--- src/core/drc_map.vh ---
/*
 constants for the dual reload counters and shared prescaler block:
 register indices, field positions, reset values and clock rates.
 assumes inclusion by bare name from the core modules.
*/
`ifndef DRC_MAP_VH
`define DRC_MAP_VH

// register indices on the control port
`define DRC_IDX_COUNTER_ONE_OVERFLOW 3'h0
`define DRC_IDX_COUNTER_TWO_OVERFLOW 3'h1
`define DRC_IDX_CLKSEL 3'h2
`define DRC_IDX_IMASK 3'h3
`define DRC_IDX_FLAGS 3'h4
`define DRC_IDX_CTRL 3'h5
`define DRC_IDX_TIMER 3'h6

// counter clock select fields
`define DRC_C1_DIV_LSB 0
`define DRC_C1_SRC_BIT 3
`define DRC_C2_DIV_LSB 4
`define DRC_C2_SRC_BIT 7

// control register fields
`define DRC_CTL_RATIO_LSB 0
`define DRC_CTL_ASSIGN_BIT 3
`define DRC_CTL_SRC_BIT 5

// flag bit positions
`define DRC_FLG_TIMER 0
`define DRC_FLG_COUNTER_ONE_OVERFLOW 4
`define DRC_FLG_COUNTER_TWO_OVERFLOW 5
`define DRC_MASK_RSVD 8'hbf

// reset values
`define DRC_RST_CNT 8'h00
`define DRC_RST_CLKSEL 8'h00
`define DRC_RST_IMASK 8'h00
`define DRC_RST_FLAGS 8'h00
`define DRC_RST_CTRL 8'hef

// clock rates in hz
`define DRC_MCLK_HZ 20000000
`define DRC_LF_HZ 32768
`define DRC_SLOW_HZ 16384

`endif

--- src/core/drc_divider.v ---
/*
 power-of-two prescaler driven by a one-cycle source enable; emits one
 pulse per 2**code source pulses. assumes a single clock and a clear
 from the parent when the divide chain must restart.
*/
`timescale 1ns/1ps
module drc_divider #(
  parameter WIDTH = 8
) (
  input wire mclk,
  input wire rst_b,
  input wire clr,
  input wire src_en,
  input wire [3:0] code,
  output wire tick,
  output wire [WIDTH-1:0] count
);
  reg [WIDTH-1:0] cnt_reg;
  reg [WIDTH-1:0] cnt_next;
  wire [WIDTH:0] terminal;

  assign terminal = ({{WIDTH{1'b0}}, 1'b1} << code) - {{WIDTH{1'b0}}, 1'b1};
  // new code is judged against the running count, so it bites in the current period
  assign tick = src_en && ({1'b0, cnt_reg} >= terminal);
  assign count = cnt_reg;

  always @* begin
    cnt_next = cnt_reg;
    if (clr)
      cnt_next = {WIDTH{1'b0}};
    else if (tick)
      cnt_next = {WIDTH{1'b0}};
    else if (src_en)
      cnt_next = cnt_reg + {{(WIDTH-1){1'b0}}, 1'b1};
  end

  always @(posedge mclk) begin
    if (!rst_b)
      cnt_reg <= {WIDTH{1'b0}};
    else
      cnt_reg <= cnt_next;
  end
endmodule

--- src/core/drc_reload_counter.v ---
/*
 8-bit reloadable up-counter with preset buffer. counts on adv, reloads
 the preset on wrap and flags the overflow for one cycle.
 assumes the parent gives a one-cycle write strobe.
*/
`timescale 1ns/1ps
module drc_reload_counter #(
  parameter WIDTH = 8
) (
  input wire mclk,
  input wire rst_b,
  input wire wr,
  input wire [WIDTH-1:0] wdata,
  input wire adv,
  output wire [WIDTH-1:0] count,
  output wire ovf
);
  reg [WIDTH-1:0] cnt_reg;
  reg [WIDTH-1:0] preset_reg;

  assign count = cnt_reg;
  assign ovf = adv && !wr && (&cnt_reg);

  always @(posedge mclk) begin
    if (!rst_b) begin
      cnt_reg <= {WIDTH{1'b0}};
      preset_reg <= {WIDTH{1'b0}};
    end else if (wr) begin
      cnt_reg <= wdata;
      preset_reg <= wdata;
    end else if (ovf) begin
      cnt_reg <= preset_reg;
    end else if (adv) begin
      cnt_reg <= cnt_reg + {{(WIDTH-1){1'b0}}, 1'b1};
    end
  end
endmodule

--- src/core/drc_timer_core.v ---
/*
 counting block of a small controller: two reload counters with their
 own dividers, the shared main timer / watchdog prescaler, the main
 timer, flag and mask registers. assumes the cpu side presents one-cycle
 read and write strobes with a 3-bit index and decoded clear-watchdog
 and sleep instruction strobes.
*/
// Behaviour
// - each counter is 8-bit up; write presets count, read returns count
// - on overflow a counter reloads the last written preset and continues
// - clock select bits 0-2 set counter one divide 1 to 128, reset 000
// - clock select bit 3: counter one source, 0 32.768 khz clock, 1 instruction
// - clock select bits 4-6 set counter two divide 1 to 128, reset 000
// - clock select bit 7: counter two source, 0 32.768 khz clock, 1 instruction
// - instruction clock period is twice the main clock period
// - mask bits 0-5 and 7 enable their sources; 1 enables
// - mask bit 6 is read-only zero
// - mask register is read/write and gates the matching flags
// - one 8-bit prescaler serves main timer or watchdog, never both
// - control bit 3 chooses which one owns the prescaler
// - writing the main timer clears the timer and the shared prescaler
// - with watchdog owning it, clear or sleep instruction clears prescaler
// - with main timer owning it, sleep leaves the prescaler alone
// - assign 0 main timer 1:2..1:256, 1 watchdog 1:1..1:128
// - counter one overflow sets flag 4, counter two flag 5; sw clears
// - main timer source bit: 0 instruction clock, 1 16.38 khz clock
`timescale 1ns/1ps
`include "drc_map.vh"
module drc_timer_core #(
  parameter CNT_W = 8,
  parameter LF_DIV = 610,
  parameter SLOW_DIV = 1221
) (
  input wire mclk,
  input wire rst_b,
  input wire reg_wr,
  input wire reg_rd,
  input wire [2:0] reg_idx,
  input wire [7:0] reg_wdata,
  input wire watchdog_clear_instruction,
  input wire sleep_instruction,
  input wire pin_interrupt_zero,
  input wire pin_interrupt_one,
  input wire pin_interrupt_two_three,
  input wire energy_detector_event,
  output reg [7:0] reg_rdata,
  output reg [7:0] pending_irq,
  output reg watchdog_tick,
  output reg main_timer_overflow,
  output reg counter_one_overflow,
  output reg counter_two_overflow
);
  // full-width terms first, then cut to the 16-bit rate counters on purpose
  localparam [31:0] LF_TERM_W = LF_DIV - 1;
  localparam [31:0] SLOW_TERM_W = SLOW_DIV - 1;
  localparam [15:0] LF_TERM = LF_TERM_W[15:0];
  localparam [15:0] SLOW_TERM = SLOW_TERM_W[15:0];

  reg [7:0] counter_clock_select_reg;
  reg [7:0] interrupt_enable_mask_reg;
  reg [7:0] interrupt_flag_register_reg;
  reg [7:0] interrupt_flag_register_next;
  reg [7:0] control_register_reg;
  reg [7:0] main_timer_reg;
  reg inst_phase_reg;
  reg [15:0] lf_cnt_reg;
  reg [15:0] slow_cnt_reg;
  reg [7:0] raw_evt;
  reg [7:0] rdata_next;

  wire inst_en;
  wire lf_en;
  wire slow_en;
  wire wr_counter_one_overflow;
  wire wr_counter_two_overflow;
  wire wr_timer;
  wire [7:0] counter_one_overflow_val;
  wire [7:0] counter_two_overflow_val;
  wire counter_one_overflow_adv;
  wire counter_two_overflow_adv;
  wire counter_one_overflow_ovf;
  wire counter_two_overflow_ovf;
  wire [7:0] counter_one_data;
  wire [7:0] counter_two_data;
  wire counter_one_source;
  wire counter_two_source;
  wire [2:0] counter_one_divider;
  wire [2:0] counter_two_divider;
  wire prescaler_assignment;
  wire main_timer_source;
  wire [2:0] shared_prescaler_ratio;
  wire [3:0] shared_code;
  wire main_src_en;
  wire shared_src_en;
  wire shared_clr;
  wire shared_tick;
  wire timer_step;
  wire timer_wrap;
  wire [7:0] interrupt_mask_alias;

  assign counter_one_divider = counter_clock_select_reg[`DRC_C1_DIV_LSB +: 3];
  assign counter_one_source = counter_clock_select_reg[`DRC_C1_SRC_BIT];
  assign counter_two_divider = counter_clock_select_reg[`DRC_C2_DIV_LSB +: 3];
  assign counter_two_source = counter_clock_select_reg[`DRC_C2_SRC_BIT];
  assign shared_prescaler_ratio = control_register_reg[`DRC_CTL_RATIO_LSB +: 3];
  assign prescaler_assignment = control_register_reg[`DRC_CTL_ASSIGN_BIT];
  assign main_timer_source = control_register_reg[`DRC_CTL_SRC_BIT];
  assign interrupt_mask_alias = interrupt_enable_mask_reg;

  // rate enables; instruction clock is every other main clock
  assign inst_en = inst_phase_reg;
  assign lf_en = (lf_cnt_reg == LF_TERM);
  assign slow_en = (slow_cnt_reg == SLOW_TERM);

  always @(posedge mclk) begin
    if (!rst_b) begin
      inst_phase_reg <= 1'b0;
      lf_cnt_reg <= 16'h0000;
      slow_cnt_reg <= 16'h0000;
    end else begin
      inst_phase_reg <= ~inst_phase_reg;
      lf_cnt_reg <= lf_en ? 16'h0000 : lf_cnt_reg + 16'h0001;
      slow_cnt_reg <= slow_en ? 16'h0000 : slow_cnt_reg + 16'h0001;
    end
  end

  assign wr_counter_one_overflow = reg_wr && (reg_idx == `DRC_IDX_COUNTER_ONE_OVERFLOW);
  assign wr_counter_two_overflow = reg_wr && (reg_idx == `DRC_IDX_COUNTER_TWO_OVERFLOW);
  assign wr_timer = reg_wr && (reg_idx == `DRC_IDX_TIMER);

  // divider structure keeps the preset path separate from source changes
  drc_divider #(.WIDTH(CNT_W)) u_div1 (
    .mclk(mclk),
    .rst_b(rst_b),
    .clr(1'b0),
    .src_en(counter_one_source ? inst_en : lf_en),
    .code({1'b0, counter_one_divider}),
    .tick(counter_one_overflow_adv),
    .count()
  );

  drc_divider #(.WIDTH(CNT_W)) u_div2 (
    .mclk(mclk),
    .rst_b(rst_b),
    .clr(1'b0),
    .src_en(counter_two_source ? inst_en : lf_en),
    .code({1'b0, counter_two_divider}),
    .tick(counter_two_overflow_adv),
    .count()
  );

  drc_reload_counter #(.WIDTH(CNT_W)) u_counter_one_overflow (
    .mclk(mclk),
    .rst_b(rst_b),
    .wr(wr_counter_one_overflow),
    .wdata(reg_wdata),
    .adv(counter_one_overflow_adv),
    .count(counter_one_overflow_val),
    .ovf(counter_one_overflow_ovf)
  );

  drc_reload_counter #(.WIDTH(CNT_W)) u_counter_two_overflow (
    .mclk(mclk),
    .rst_b(rst_b),
    .wr(wr_counter_two_overflow),
    .wdata(reg_wdata),
    .adv(counter_two_overflow_adv),
    .count(counter_two_overflow_val),
    .ovf(counter_two_overflow_ovf)
  );

  assign counter_one_data = counter_one_overflow_val;
  assign counter_two_data = counter_two_overflow_val;

  // shared prescaler: owner picks source, code and clear terms
  assign main_src_en = main_timer_source ? slow_en : inst_en;
  assign shared_src_en = prescaler_assignment ? lf_en : main_src_en;
  // main timer uses ratio+1 (1:2..1:256), watchdog ratio (1:1..1:128)
  assign shared_code = prescaler_assignment ? {1'b0, shared_prescaler_ratio}
    : ({1'b0, shared_prescaler_ratio} + 4'h1);
  // sleep clears only while the watchdog owns it
  assign shared_clr = wr_timer ||
    (prescaler_assignment && (watchdog_clear_instruction || sleep_instruction));

  drc_divider #(.WIDTH(8)) u_shared (
    .mclk(mclk),
    .rst_b(rst_b),
    .clr(shared_clr),
    .src_en(shared_src_en),
    .code(shared_code),
    .tick(shared_tick),
    .count()
  );

  assign timer_step = shared_tick && !prescaler_assignment;
  assign timer_wrap = timer_step && !wr_timer && (&main_timer_reg);

  always @(posedge mclk) begin
    if (!rst_b)
      main_timer_reg <= `DRC_RST_CNT;
    else if (wr_timer)
      main_timer_reg <= `DRC_RST_CNT;
    else if (timer_step)
      main_timer_reg <= main_timer_reg + 8'h01;
  end

  // flag set wins over a simultaneous software clear
  always @* begin
    raw_evt = 8'h00;
    raw_evt[`DRC_FLG_TIMER] = timer_wrap;
    raw_evt[1] = pin_interrupt_zero;
    raw_evt[2] = pin_interrupt_one;
    raw_evt[3] = pin_interrupt_two_three;
    raw_evt[`DRC_FLG_COUNTER_ONE_OVERFLOW] = counter_one_overflow_ovf;
    raw_evt[`DRC_FLG_COUNTER_TWO_OVERFLOW] = counter_two_overflow_ovf;
    raw_evt[7] = energy_detector_event;
    interrupt_flag_register_next = interrupt_flag_register_reg;
    if (reg_wr && (reg_idx == `DRC_IDX_FLAGS))
      interrupt_flag_register_next = reg_wdata;
    // masked sources never latch
    interrupt_flag_register_next = (interrupt_flag_register_next |
      (raw_evt & interrupt_enable_mask_reg)) & `DRC_MASK_RSVD;
  end

  always @* begin
    case (reg_idx)
      `DRC_IDX_COUNTER_ONE_OVERFLOW: rdata_next = counter_one_data;
      `DRC_IDX_COUNTER_TWO_OVERFLOW: rdata_next = counter_two_data;
      `DRC_IDX_CLKSEL: rdata_next = counter_clock_select_reg;
      `DRC_IDX_IMASK: rdata_next = interrupt_mask_alias & `DRC_MASK_RSVD;
      `DRC_IDX_FLAGS: rdata_next = interrupt_flag_register_reg;
      `DRC_IDX_CTRL: rdata_next = control_register_reg;
      `DRC_IDX_TIMER: rdata_next = main_timer_reg;
      default: rdata_next = 8'h00;
    endcase
  end

  always @(posedge mclk) begin
    if (!rst_b) begin
      counter_clock_select_reg <= `DRC_RST_CLKSEL;
      interrupt_enable_mask_reg <= `DRC_RST_IMASK;
      interrupt_flag_register_reg <= `DRC_RST_FLAGS;
      control_register_reg <= `DRC_RST_CTRL;
      reg_rdata <= 8'h00;
      pending_irq <= 8'h00;
      watchdog_tick <= 1'b0;
      main_timer_overflow <= 1'b0;
      counter_one_overflow <= 1'b0;
      counter_two_overflow <= 1'b0;
    end else begin
      if (reg_wr && (reg_idx == `DRC_IDX_CLKSEL))
        counter_clock_select_reg <= reg_wdata;
      if (reg_wr && (reg_idx == `DRC_IDX_IMASK))
        interrupt_enable_mask_reg <= reg_wdata & `DRC_MASK_RSVD;
      if (reg_wr && (reg_idx == `DRC_IDX_CTRL))
        control_register_reg <= reg_wdata & 8'hef;
      interrupt_flag_register_reg <= interrupt_flag_register_next;
      if (reg_rd)
        reg_rdata <= rdata_next;
      pending_irq <= interrupt_flag_register_next & interrupt_enable_mask_reg;
      watchdog_tick <= shared_tick && prescaler_assignment;
      main_timer_overflow <= timer_wrap;
      counter_one_overflow <= counter_one_overflow_ovf;
      counter_two_overflow <= counter_two_overflow_ovf;
    end
  end
endmodule

--- config.mk ---
export PLATFORM = sky130hd
export DESIGN_NAME = drc_timer_core
export DESIGN_NICKNAME = d
export VERILOG_FILES = /design/src/core/drc_divider.v /design/src/core/drc_reload_counter.v /design/src/core/drc_timer_core.v
export VERILOG_INCLUDE_DIRS = /design/src /design/src/core
export SDC_FILE = /design/constraint.sdc
export NUM_CORES = 1
export LEC_CHECK = 0
export BUFFER_PORTS_ARGS = -buffer_cell sky130_fd_sc_hd__buf_2
export CAP_MARGIN = 20
export CORE_MARGIN = 4
export CORE_UTILIZATION = 60
export CTS_CLUSTER_DIAMETER = 50
export DETAILED_ROUTE_END_ITERATION = 10
export PLACE_DENSITY = 0.75
export SLEW_MARGIN = 20
export SYNTH_ARGS = -nofsm -noshare
export SYNTH_HDL_FRONTEND = slang
export SYNTH_HIERARCHICAL = 1
export SYNTH_SLANG_ARGS = --single-unit
--- constraint.sdc ---
create_clock -name mclk -period 4.7 [get_ports mclk]
set_input_delay 0.235 -clock mclk [delete_from_list [all_inputs] [get_ports mclk]]
set_output_delay 0.235 -clock mclk [all_outputs]
set_load 0.03 [all_outputs]
==> flow_metrics.env, run 1 <==
export IMPL_status="complete, no violations"
export IMPL_whs_endpoint="pending_irq[1]$_SDFF_PN0_"
export IMPL_r2r_cells=16
export IMPL_path_class="reg -> reg"
export IMPL_hold_path_depth=3
export IMPL_worstSetupStartpointType="flip-flop"
export IMPL_io_buffers=39
export IMPL_clkSinkCount=145
export IMPL_viasPerCell=5.87
export IMPL_core_area_mm2=0.0135
export IMPL_drt_iter0_markers=506
export IMPL_r2r_slack_ps=410
export IMPL_grt_first_pass_wirelength_um=31500
export IMPL_gr_total_overflow=0
export IMPL_drt_total_wl_um=18700
export IMPL_timing_rr_start="control_register_reg[3]$_SDFFE_PN1P_"
export IMPL_mostFrequentLayoutCell="dfxtp_1"
export IMPL_crit_buf_inv=0
export IMPL_synth_yosys_seq_area_share=0.345
export IMPL_r2r_end="interrupt_flag_register_reg[0]$_SDFF_PN0_"
export IMPL_syn_area_per_cell_um2=8.81
export IMPL_cap_viol_max_count=0
export IMPL_wl_per_cell_um=16.1
export IMPL_path_delay_family="simple AND/OR/NAND/NOR gates"
export IMPL_grtUsageTotal=0.238
export IMPL_grt_pass1_vias=6392
export IMPL_p_leak_nw=3.39
export IMPL_setup_tns_final_ps=0
export IMPL_finalWeightedCongestion=0.870
export IMPL_cp_required_ps=5060
export IMPL_hold_viol_final=0
export IMPL_cts_tree="built"
export IMPL_rsz0062_at_grt="false"
export IMPL_period_needed_ps=4290
export IMPL_cts_buffers=17
export IMPL_worst_setup_path_end_kind="flip-flop"
export IMPL_cp_slowest_cell="dfxtp_1"
export IMPL_synth_edff_count=0
export IMPL_antenna_found_initial=0
export IMPL_fmax_mhz=233
export IMPL_final_cell_mix="145 x dfxtp_1, 99 x nand2_1, 65 x nor2_1, 46 x mux2i_1, 39 x buf_2"
export IMPL_seqCellArea_mm2=0.00290
export IMPL_row_count=42
export IMPL_ios=41
export IMPL_cts_setup_buffers=0
export IMPL_worstHoldStart="pin_interrupt_zero"
export IMPL_vias=6823
export IMPL_ys_flop_type="dfxtp_1"
export IMPL_netlist_area_mm2=0.00841
export IMPL_crit_arrival_ps=4650
export IMPL_drc=0
export IMPL_drive_gt1_frac=0.145
export IMPL_cts_clk_slew_worst_paths_ps=60
export IMPL_irDropWorstVdd_mv=0.336
export IMPL_insertion_delay_ps=420
export IMPL_fin_hold_ws_ps=67.6
export IMPL_dpl_hpwl_um=13100
export IMPL_ys_ff_latch=145
export IMPL_async_flop_share=0
export IMPL_postRouteAntennaNets=0
export IMPL_crit_path_cell_trace="mux2_2, nor2_1, nand3_1, ha_1, nor3_1, a21oi_1, o21a_1, ha_1, and3_1, a31oi_2, nor2_4, and2_1, and2b_1, nand3_1, nor4_1, a21o_1"
export IMPL_stdcell_area_mm2=0.00927
export IMPL_finalSetupViolCount=0
export IMPL_synth_warnings=6
export IMPL_fillerInstances=1051
export IMPL_htreeDepth=4
export IMPL_grt_max_degree=48
export IMPL_dp_cells=1130
export IMPL_tightest_slew_ps=769
export IMPL_initial_core_util=0.623
export IMPL_cp_max_fo=12
export IMPL_p_per_area_mw_per_mm2=314
export IMPL_yosysUniqueCellTypes=69
export IMPL_root_buffer="clkbuf_16"
export IMPL_die_area_mm2=0.0160
export IMPL_synth_cells=955
export IMPL_place_area_mm2=0.00864
export IMPL_fin_nets=1032
export IMPL_die_w_um=126
export IMPL_slew_headroom=0.487
export IMPL_syn2layout_area_growth_pct=10.2
export IMPL_layout_cells_non_filler=1162
export IMPL_path_depth=16
export IMPL_cts_path_max_buffers=2
export IMPL_first_pass_iters=5
export IMPL_hp_class="in -> reg"
export IMPL_multiInputGateArea_mm2=0.00514
export IMPL_worst_path_largest_cell_delay_ps=530
export IMPL_n_antenna_cell=0
export IMPL_timing_final_crit_share=0.913
export IMPL_fin_skew_ps=17.9
export IMPL_fp_dieH_um=126
export IMPL_drv_slew=0
## worst min-delay path, delay by kind of cell
family / cells / cell delay, ps
compound gates: 1 / 50
buf+inv: 2 / 150
## where the power goes
group / internal (mW) / switching (mW)
Clock: 0.902 / 0.519
Combinational: 0.0816 / 0.134
Sequential: 1.25 / 0.0255
Total: 2.23 / 0.678
## logic make-up (layout without fill, tap and decap cells)
group,count (synthesis),after routing,share of synthesized area
and+or+nand+nor,386,386,0.259
DFF,145,145,0.345
adders and majority gates,38,38,0.0565
xor gates and xnor gates,55,55,0.0573
buffers and inverters,87,114,0.0479
other,1,5,0.000446
muxes,52,52,0.0641
AOI/OAI and AO/OA,191,191,0.170
## Yosys cell counts (all sizes together) (16+ instances only)
library cell | n | area [um2]
buf | 31 | 193
nor2 | 69 | 282
xnor2 | 37 | 324
inv | 35 | 131
and3 | 16 | 113
mux2i | 46 | 460
xor2 | 18 | 158
nand4 | 28 | 200
a211oi | 20 | 210
ha | 38 | 475
a21oi | 38 | 190
nor4 | 17 | 151
nand2b | 17 | 106
nor2b | 29 | 181
nand2 | 99 | 372
clkbuf | 21 | 78.8
a21boi | 26 | 195
dfxtp | 145 | 2900
o21ai | 39 | 210
nand3 | 39 | 220
## how the worst max path moves through the flow
stage | startpoint | end
after CTS | control_register_reg[0]$_SDFFE_PN1P_ | interrupt_flag_register_reg[0]$_SDFF_PN0_
final | control_register_reg[3]$_SDFFE_PN1P_ | interrupt_flag_register_reg[0]$_SDFF_PN0_
after global placement | control_register_reg[0]$_SDFFE_PN1P_ | interrupt_flag_register_reg[0]$_SDFF_PN0_
after detailed placement | control_register_reg[0]$_SDFFE_PN1P_ | interrupt_flag_register_reg[0]$_SDFF_PN0_
after floorplan | control_register_reg[3]$_SDFFE_PN1P_ | interrupt_flag_register_reg[0]$_SDFF_PN0_
after global routing | control_register_reg[3]$_SDFFE_PN1P_ | interrupt_flag_register_reg[0]$_SDFF_PN0_
## repair_timing
action / CTS / global route
resized for setup: 0 / 1
hold buffers: 0 / 0
setup endpoints to repair: 0 / 4
## per-stage QoR
stage,util,power (mW),setup WS (ps)
after floorplan,-,1.46,841
after global placement,0.640,1.51,462
after detailed placement,0.640,1.51,299
after CTS,0.686,2.93,266
after global routing,0.687,3.01,24.2
final,0.687,2.91,408
## layer usage
layer  wire length, um  up-vias  GRT usage
li1                  -     3449          -
met1              9010     3169      0.336
met2              8220      182      0.363
met3              1180       23     0.0555
met4               239        0     0.0713
met5                 0        -          0
## cell type report
class                           instances  area share
Clock buffer                           19      0.0478
Clock inverter                         13      0.0198
Inverter                               35      0.0142
Multi-Input combinational cell        727       0.554
Sequential cell                       145       0.313
Tap cell                              176      0.0237
Timing Repair Buffer                   47      0.0275
Power figures use the tool's default switching activity.
==> run 2: changes to the inputs <==
Settings changed: SYNTH_HIERARCHICAL 1 to not set.
==> flow_metrics.env, run 2 <==
export IMPL_fin_nets=1015
export IMPL_row_count=40
export IMPL_clkSinkCount=145
export IMPL_drt_iter0_markers=581
export IMPL_vias=6958
export IMPL_crit_path_cell_trace="ha_1, nand2b_1, xor2_2, inv_1, nor2_1, nand2_1, ha_1, o311ai_0, a31oi_1, a41oi_1, ha_1, o211a_1, o32ai_1, a211o_1, or4_1, or4_1, a21oi_1"
export IMPL_tightest_slew_ps=947
export IMPL_cp_slowest_cell="or4_1"
export IMPL_path_delay_family="simple AND/OR/NAND/NOR gates"
export IMPL_slew_headroom=0.366
export IMPL_cts_tree="built"
export IMPL_mostFrequentLayoutCell="nand2_1"
export IMPL_die_w_um=121
export IMPL_drc=0
export IMPL_antenna_found_initial=0
export IMPL_async_flop_share=0
export IMPL_p_leak_nw=3.30
export IMPL_htreeDepth=4
export IMPL_cts_buffers=17
export IMPL_postRouteAntennaNets=0
export IMPL_seqCellArea_mm2=0.00291
export IMPL_synth_yosys_seq_area_share=0.379
export IMPL_insertion_delay_ps=430
export IMPL_yosysMostFrequentCell="nand2_1"
export IMPL_gr_total_overflow=0
export IMPL_worst_path_largest_cell_delay_ps=600
export IMPL_viasPerCell=6.11
export IMPL_syn_area_per_cell_um2=8.13
export IMPL_cp_max_fo=10
export IMPL_worst_setup_path_end_kind="flip-flop"
export IMPL_setup_tns_final_ps=0
export IMPL_grt_pass1_vias=6822
export IMPL_wl_per_cell_um=17.3
export IMPL_grtUsageTotal=0.275
export IMPL_cpMostUsedCell="ha_1"
export IMPL_multiInputGateArea_mm2=0.00451
export IMPL_finalWeightedCongestion=0.923
export IMPL_drt_total_wl_um=19700
export IMPL_hold_viol_final=0
export IMPL_crit_arrival_ps=4810
export IMPL_yosysUniqueCellTypes=61
export IMPL_synth_top_area_frac=0.379
export IMPL_irDropWorstVdd_mv=0.258
export IMPL_drive_gt1_frac=0.0948
export IMPL_worstSetupStartpointType="flip-flop"
export IMPL_initial_core_util=0.624
export IMPL_path_class="reg -> reg"
export IMPL_syn2layout_area_growth_pct=11.1
export IMPL_synth_cells=941
export IMPL_timing_final_crit_share=0.950
export IMPL_cts_clk_slew_worst_paths_ps=60
export IMPL_cts_setup_buffers=0
export IMPL_yosys_area_top_type="dfxtp_1"
export IMPL_dpl_worst_slack_ps=145
export IMPL_netlist_area_mm2=0.00765
export IMPL_finalSetupViolCount=0
export IMPL_n_antenna_cell=0
export IMPL_ys_ff_latch=145
export IMPL_ys_top_cells_by_count="148 x nand2_1, 145 x dfxtp_1, 100 x nor2_1"
export IMPL_grt_max_degree=60
export IMPL_io_buffers=39
export IMPL_drv_slew=0
export IMPL_first_pass_iters=5
export IMPL_crit_buf_inv=1
export IMPL_synth_edff_count=0
export IMPL_grt_first_pass_wirelength_um=32400
export IMPL_cap_viol_max_count=0
export IMPL_setup_ws_ps=234
export IMPL_fp_dieH_um=121
export IMPL_ys_flop_type="dfxtp_1"
export IMPL_r2r_slack_ps=230
export IMPL_synth_area_top_cells="dfxtp_1 38%, nand2_1 7.3%, ha_1 6.1%"
export IMPL_core_area_mm2=0.0123
export IMPL_fin_skew_ps=7.75
export IMPL_hp_class="in -> reg"
export IMPL_period_needed_ps=4470
export IMPL_dpl_hpwl_um=13900
export IMPL_synth_warnings=0
export IMPL_status="complete, no violations"
export IMPL_ios=41
export IMPL_root_buffer="clkbuf_16"
export IMPL_rsz0062_at_grt="false"
export IMPL_final_cell_mix="148 x nand2_1, 143 x dfxtp_1, 100 x nor2_1, 70 x a21oi_1, 47 x nand3_1"
export IMPL_cts_path_max_buffers=2
export IMPL_fmax_mhz=224
export IMPL_die_area_mm2=0.0146
export IMPL_p_per_area_mw_per_mm2=333
export IMPL_holdBufCountCts=0
export IMPL_fillerInstances=1009
export IMPL_cp_required_ps=5050
## run 2: cell type report
cell class	instances	area share
multi-input combinational	733	0.530
sequential	145	0.342
clock buffer	22	0.0570
timing repair buffer	42	0.0256
tap	168	0.0247
clock inverter	10	0.0127
inverter	18	0.00795
## run 2: worst min-delay path: cells and delay by family
kind                   cells  cell delay (ps)
buffers and inverters      1              100
AOI/OAI and AO/OA          1               60
and+or+nand+nor            1               50
## run 2: cells by family after synthesis
family                     share of synthesized area
xor gates and xnor gates                      0.0618
and+or+nand+nor                                0.258
buffers and inverters                         0.0325
other                                       0.000982
DFF                                            0.379
AOI/OAI and AO/OA                              0.155
muxes                                         0.0518
adders and majority gates                     0.0605
## run 2: final timing paths
kind	start	to	cells past startpoint
worst max-delay path	control_register_reg[0]$_SDFFE_PN1P_	main_timer_reg[7]$_SDFFE_PP0P_	17
worst min-delay path	pin_interrupt_zero	interrupt_flag_register_reg[1]$_SDFF_PN0_	3
worst max register to register	control_register_reg[0]$_SDFFE_PN1P_	main_timer_reg[7]$_SDFFE_PP0P_	17
worst min register to register	u_counter_one_overflow.preset_reg[1]$_SDFFE_PN0P_	u_counter_one_overflow.preset_reg[1]$_SDFFE_PN0P_	2
## run 2: per-layer routing
layer  up-vias  GRT usage  share of wire
met5         -          0              0
met4         0      0.114          0.032
met3        52     0.0671          0.066
met2       250      0.465           0.49
met1      3287      0.333           0.42
li1       3369          -              -
## run 2: report_power, final
| group | internal, mW | switching (mW) |
|---|---|---|
| Clock | 0.832 | 0.516 |
| Sequential | 1.25 | 0.0291 |
| Combinational | 0.0692 | 0.131 |
## run 2: per-stage QoR
step / cells / area, um2 / power (mW) / hold WS [ps] / util
final: 1138 / 8500 / 2.83 / 81.6 / 0.693
after detailed placement: 1106 / 7900 / 1.50 / 448 / 0.644
after CTS: 1138 / 8490 / 2.83 / 70.7 / 0.693
after global routing: 1138 / 8500 / 2.92 / 73.7 / 0.693
after floorplan: 942 / 7650 / 1.44 / 359 / -
after global placement: 1106 / 7900 / 1.49 / 442 / 0.644
## run 2: timing repair
item,CTS,global route
setup endpoints to repair,0,6
endpoints found under the hold margin,0,0
gates resized for setup,0,3
==> run 3: changes to the inputs <==
Settings changed: CORE_UTILIZATION 60 to 56, GPL_TIMING_DRIVEN set to 1, PLACE_DENSITY 0.75 to 0.74.
Clock period 4.7 ns to 3.91 ns, I/O delays scaled along.
==> flow_metrics.env, run 3 (synthesized netlist as in run 2, its figures left out) <==
export IMPL_vias=6908
export IMPL_drive_gt1_frac=0.127
export IMPL_clkSinkCount=145
export IMPL_dpl_worst_slack_ps=-11.2
export IMPL_grt_max_degree=61
export IMPL_drt_iter0_markers=503
export IMPL_root_buffer="clkbuf_16"
export IMPL_die_w_um=125
export IMPL_wl_per_cell_um=16.3
export IMPL_drt_total_wl_um=18900
export IMPL_slew_headroom=0.342
export IMPL_initial_core_util=0.575
export IMPL_fin_nets=1030
export IMPL_p_leak_nw=3.43
export IMPL_hp_class="in -> reg"
export IMPL_grt_pass1_vias=6146
export IMPL_n_antenna_cell=0
export IMPL_grtUsageTotal=0.243
export IMPL_p_per_area_mw_per_mm2=402
export IMPL_setup_ws_ps=141
export IMPL_ios=41
export IMPL_htreeDepth=4
export IMPL_mostFrequentLayoutCell="nand2_1"
export IMPL_fp_dieH_um=125
export IMPL_fin_skew_ps=6.13
export IMPL_insertion_delay_ps=420
export IMPL_drv_slew=0
export IMPL_crit_arrival_ps=4120
export IMPL_fmax_mhz=265
export IMPL_dpl_hpwl_um=13000
export IMPL_row_count=42
export IMPL_cts_path_max_buffers=2
export IMPL_worstSetupStartpointType="flip-flop"
export IMPL_antenna_found_initial=0
export IMPL_timing_final_crit_share=0.964
export IMPL_utilization=0.660
export IMPL_cts_tree="built"
export IMPL_holdBufCountCts=0
export IMPL_cts_clk_slew_worst_paths_ps=60
export IMPL_viasPerCell=5.95
export IMPL_status="complete, no violations"
export IMPL_cp_max_fo=4
export IMPL_gr_total_overflow=0
export IMPL_die_area_mm2=0.0156
export IMPL_first_pass_iters=5
export IMPL_postRouteAntennaNets=0
export IMPL_period_needed_ps=3770
export IMPL_finalWeightedCongestion=0.870
export IMPL_cts_buffers=17
export IMPL_final_cell_mix="146 x nand2_1, 142 x dfxtp_1, 99 x nor2_1, 68 x a21oi_1, 47 x nand3_1"
export IMPL_core_area_mm2=0.0133
export IMPL_hold_viol_final=0
export IMPL_finalSetupViolCount=0
export IMPL_cp_required_ps=4260
export IMPL_drc=0
export IMPL_fin_hold_ws_ps=50.9
export IMPL_grt_first_pass_wirelength_um=31400
export IMPL_io_buffers=39
export IMPL_tightest_slew_ps=979
export IMPL_syn2layout_area_growth_pct=14.7
export IMPL_worst_setup_path_end_kind="flip-flop"
export IMPL_irDropWorstVdd_mv=0.365
export IMPL_path_class="reg -> reg"
export IMPL_cap_viol_max_count=0
-- run 3: per-layer routing --
layer	routed length [um]	up-vias	share of wire	GRT usage
li1	-	3413	-	-
met1	8600	3258	0.45	0.339
met2	8850	206	0.47	0.375
met3	1220	31	0.064	0.0600
met4	274	0	0.014	0.0708
met5	0	-	0	0
-- run 3: worst max-delay path, stage by stage (launching register included) --
cell and delay [ps]:
dfxtp_2 340, ha_4 170, nand2b_4 90, xor2_4 190, inv_2 90, nor2_4 130, nand2_2 80, ha_4 180
o311ai_0 130, a41oi_1 250, ha_1 350, o211a_1 140, o32ai_1 100, a211o_1 280, or4_4 510, or4_4 530
a21oi_2 130
-- run 3: repair_timing --
action,in CTS,in global routing
resized for setup,3,18
pin swaps,1,5
setup buffers,0,3
endpoints found under the setup margin,2,14
-- run 3: final timing paths --
kind / from / end / slack [ps] / depth (start not counted)
worst max-delay path: control_register_reg[0]$_SDFFE_PN1P_ / main_timer_reg[7]$_SDFFE_PP0P_ / 140 / 16
worst min-delay path: pin_interrupt_one / interrupt_flag_register_reg[2]$_SDFF_PN0_ / 50 / 3
worst max register to register: control_register_reg[0]$_SDFFE_PN1P_ / main_timer_reg[7]$_SDFFE_PP0P_ / 140 / 16
worst min register to register: u_counter_one_overflow.preset_reg[4]$_SDFFE_PN0P_ / u_counter_one_overflow.preset_reg[4]$_SDFFE_PN0P_ / 460 / 2
-- run 3: cell type report --
cell class                      count  area, um2
Clock buffer                       19        453
Inverter                           18       67.6
Clock inverter                     13        183
Fill cell                        1173       4520
Timing Repair Buffer               57        343
Multi-Input combinational cell    733       4600
Tap cell                          176        220
Sequential cell                   145       2910
-- run 3: per-stage QoR --
stage          setup TNS, ps  power [mW]  instance area [um2]  instances
4_1_cts                    0        3.54                 8660       1157
5_1_grt                 -117        3.65                 8770       1161
3_5_place_dp           -11.2        1.81                 8010       1125
2_1_floorplan              0        1.73                 7670        942
3_3_place_gp               0        1.81                 8010       1125
6_report                   0        3.53                 8770       1161
-- run 3: where the power goes --
part	leakage (nW)	total (mW)	switching, mW	internal [mW]
Clock	0.313	1.73	0.630	1.10
Combinational	1.94	0.259	0.164	0.0948
Sequential	1.17	1.54	0.0323	1.51
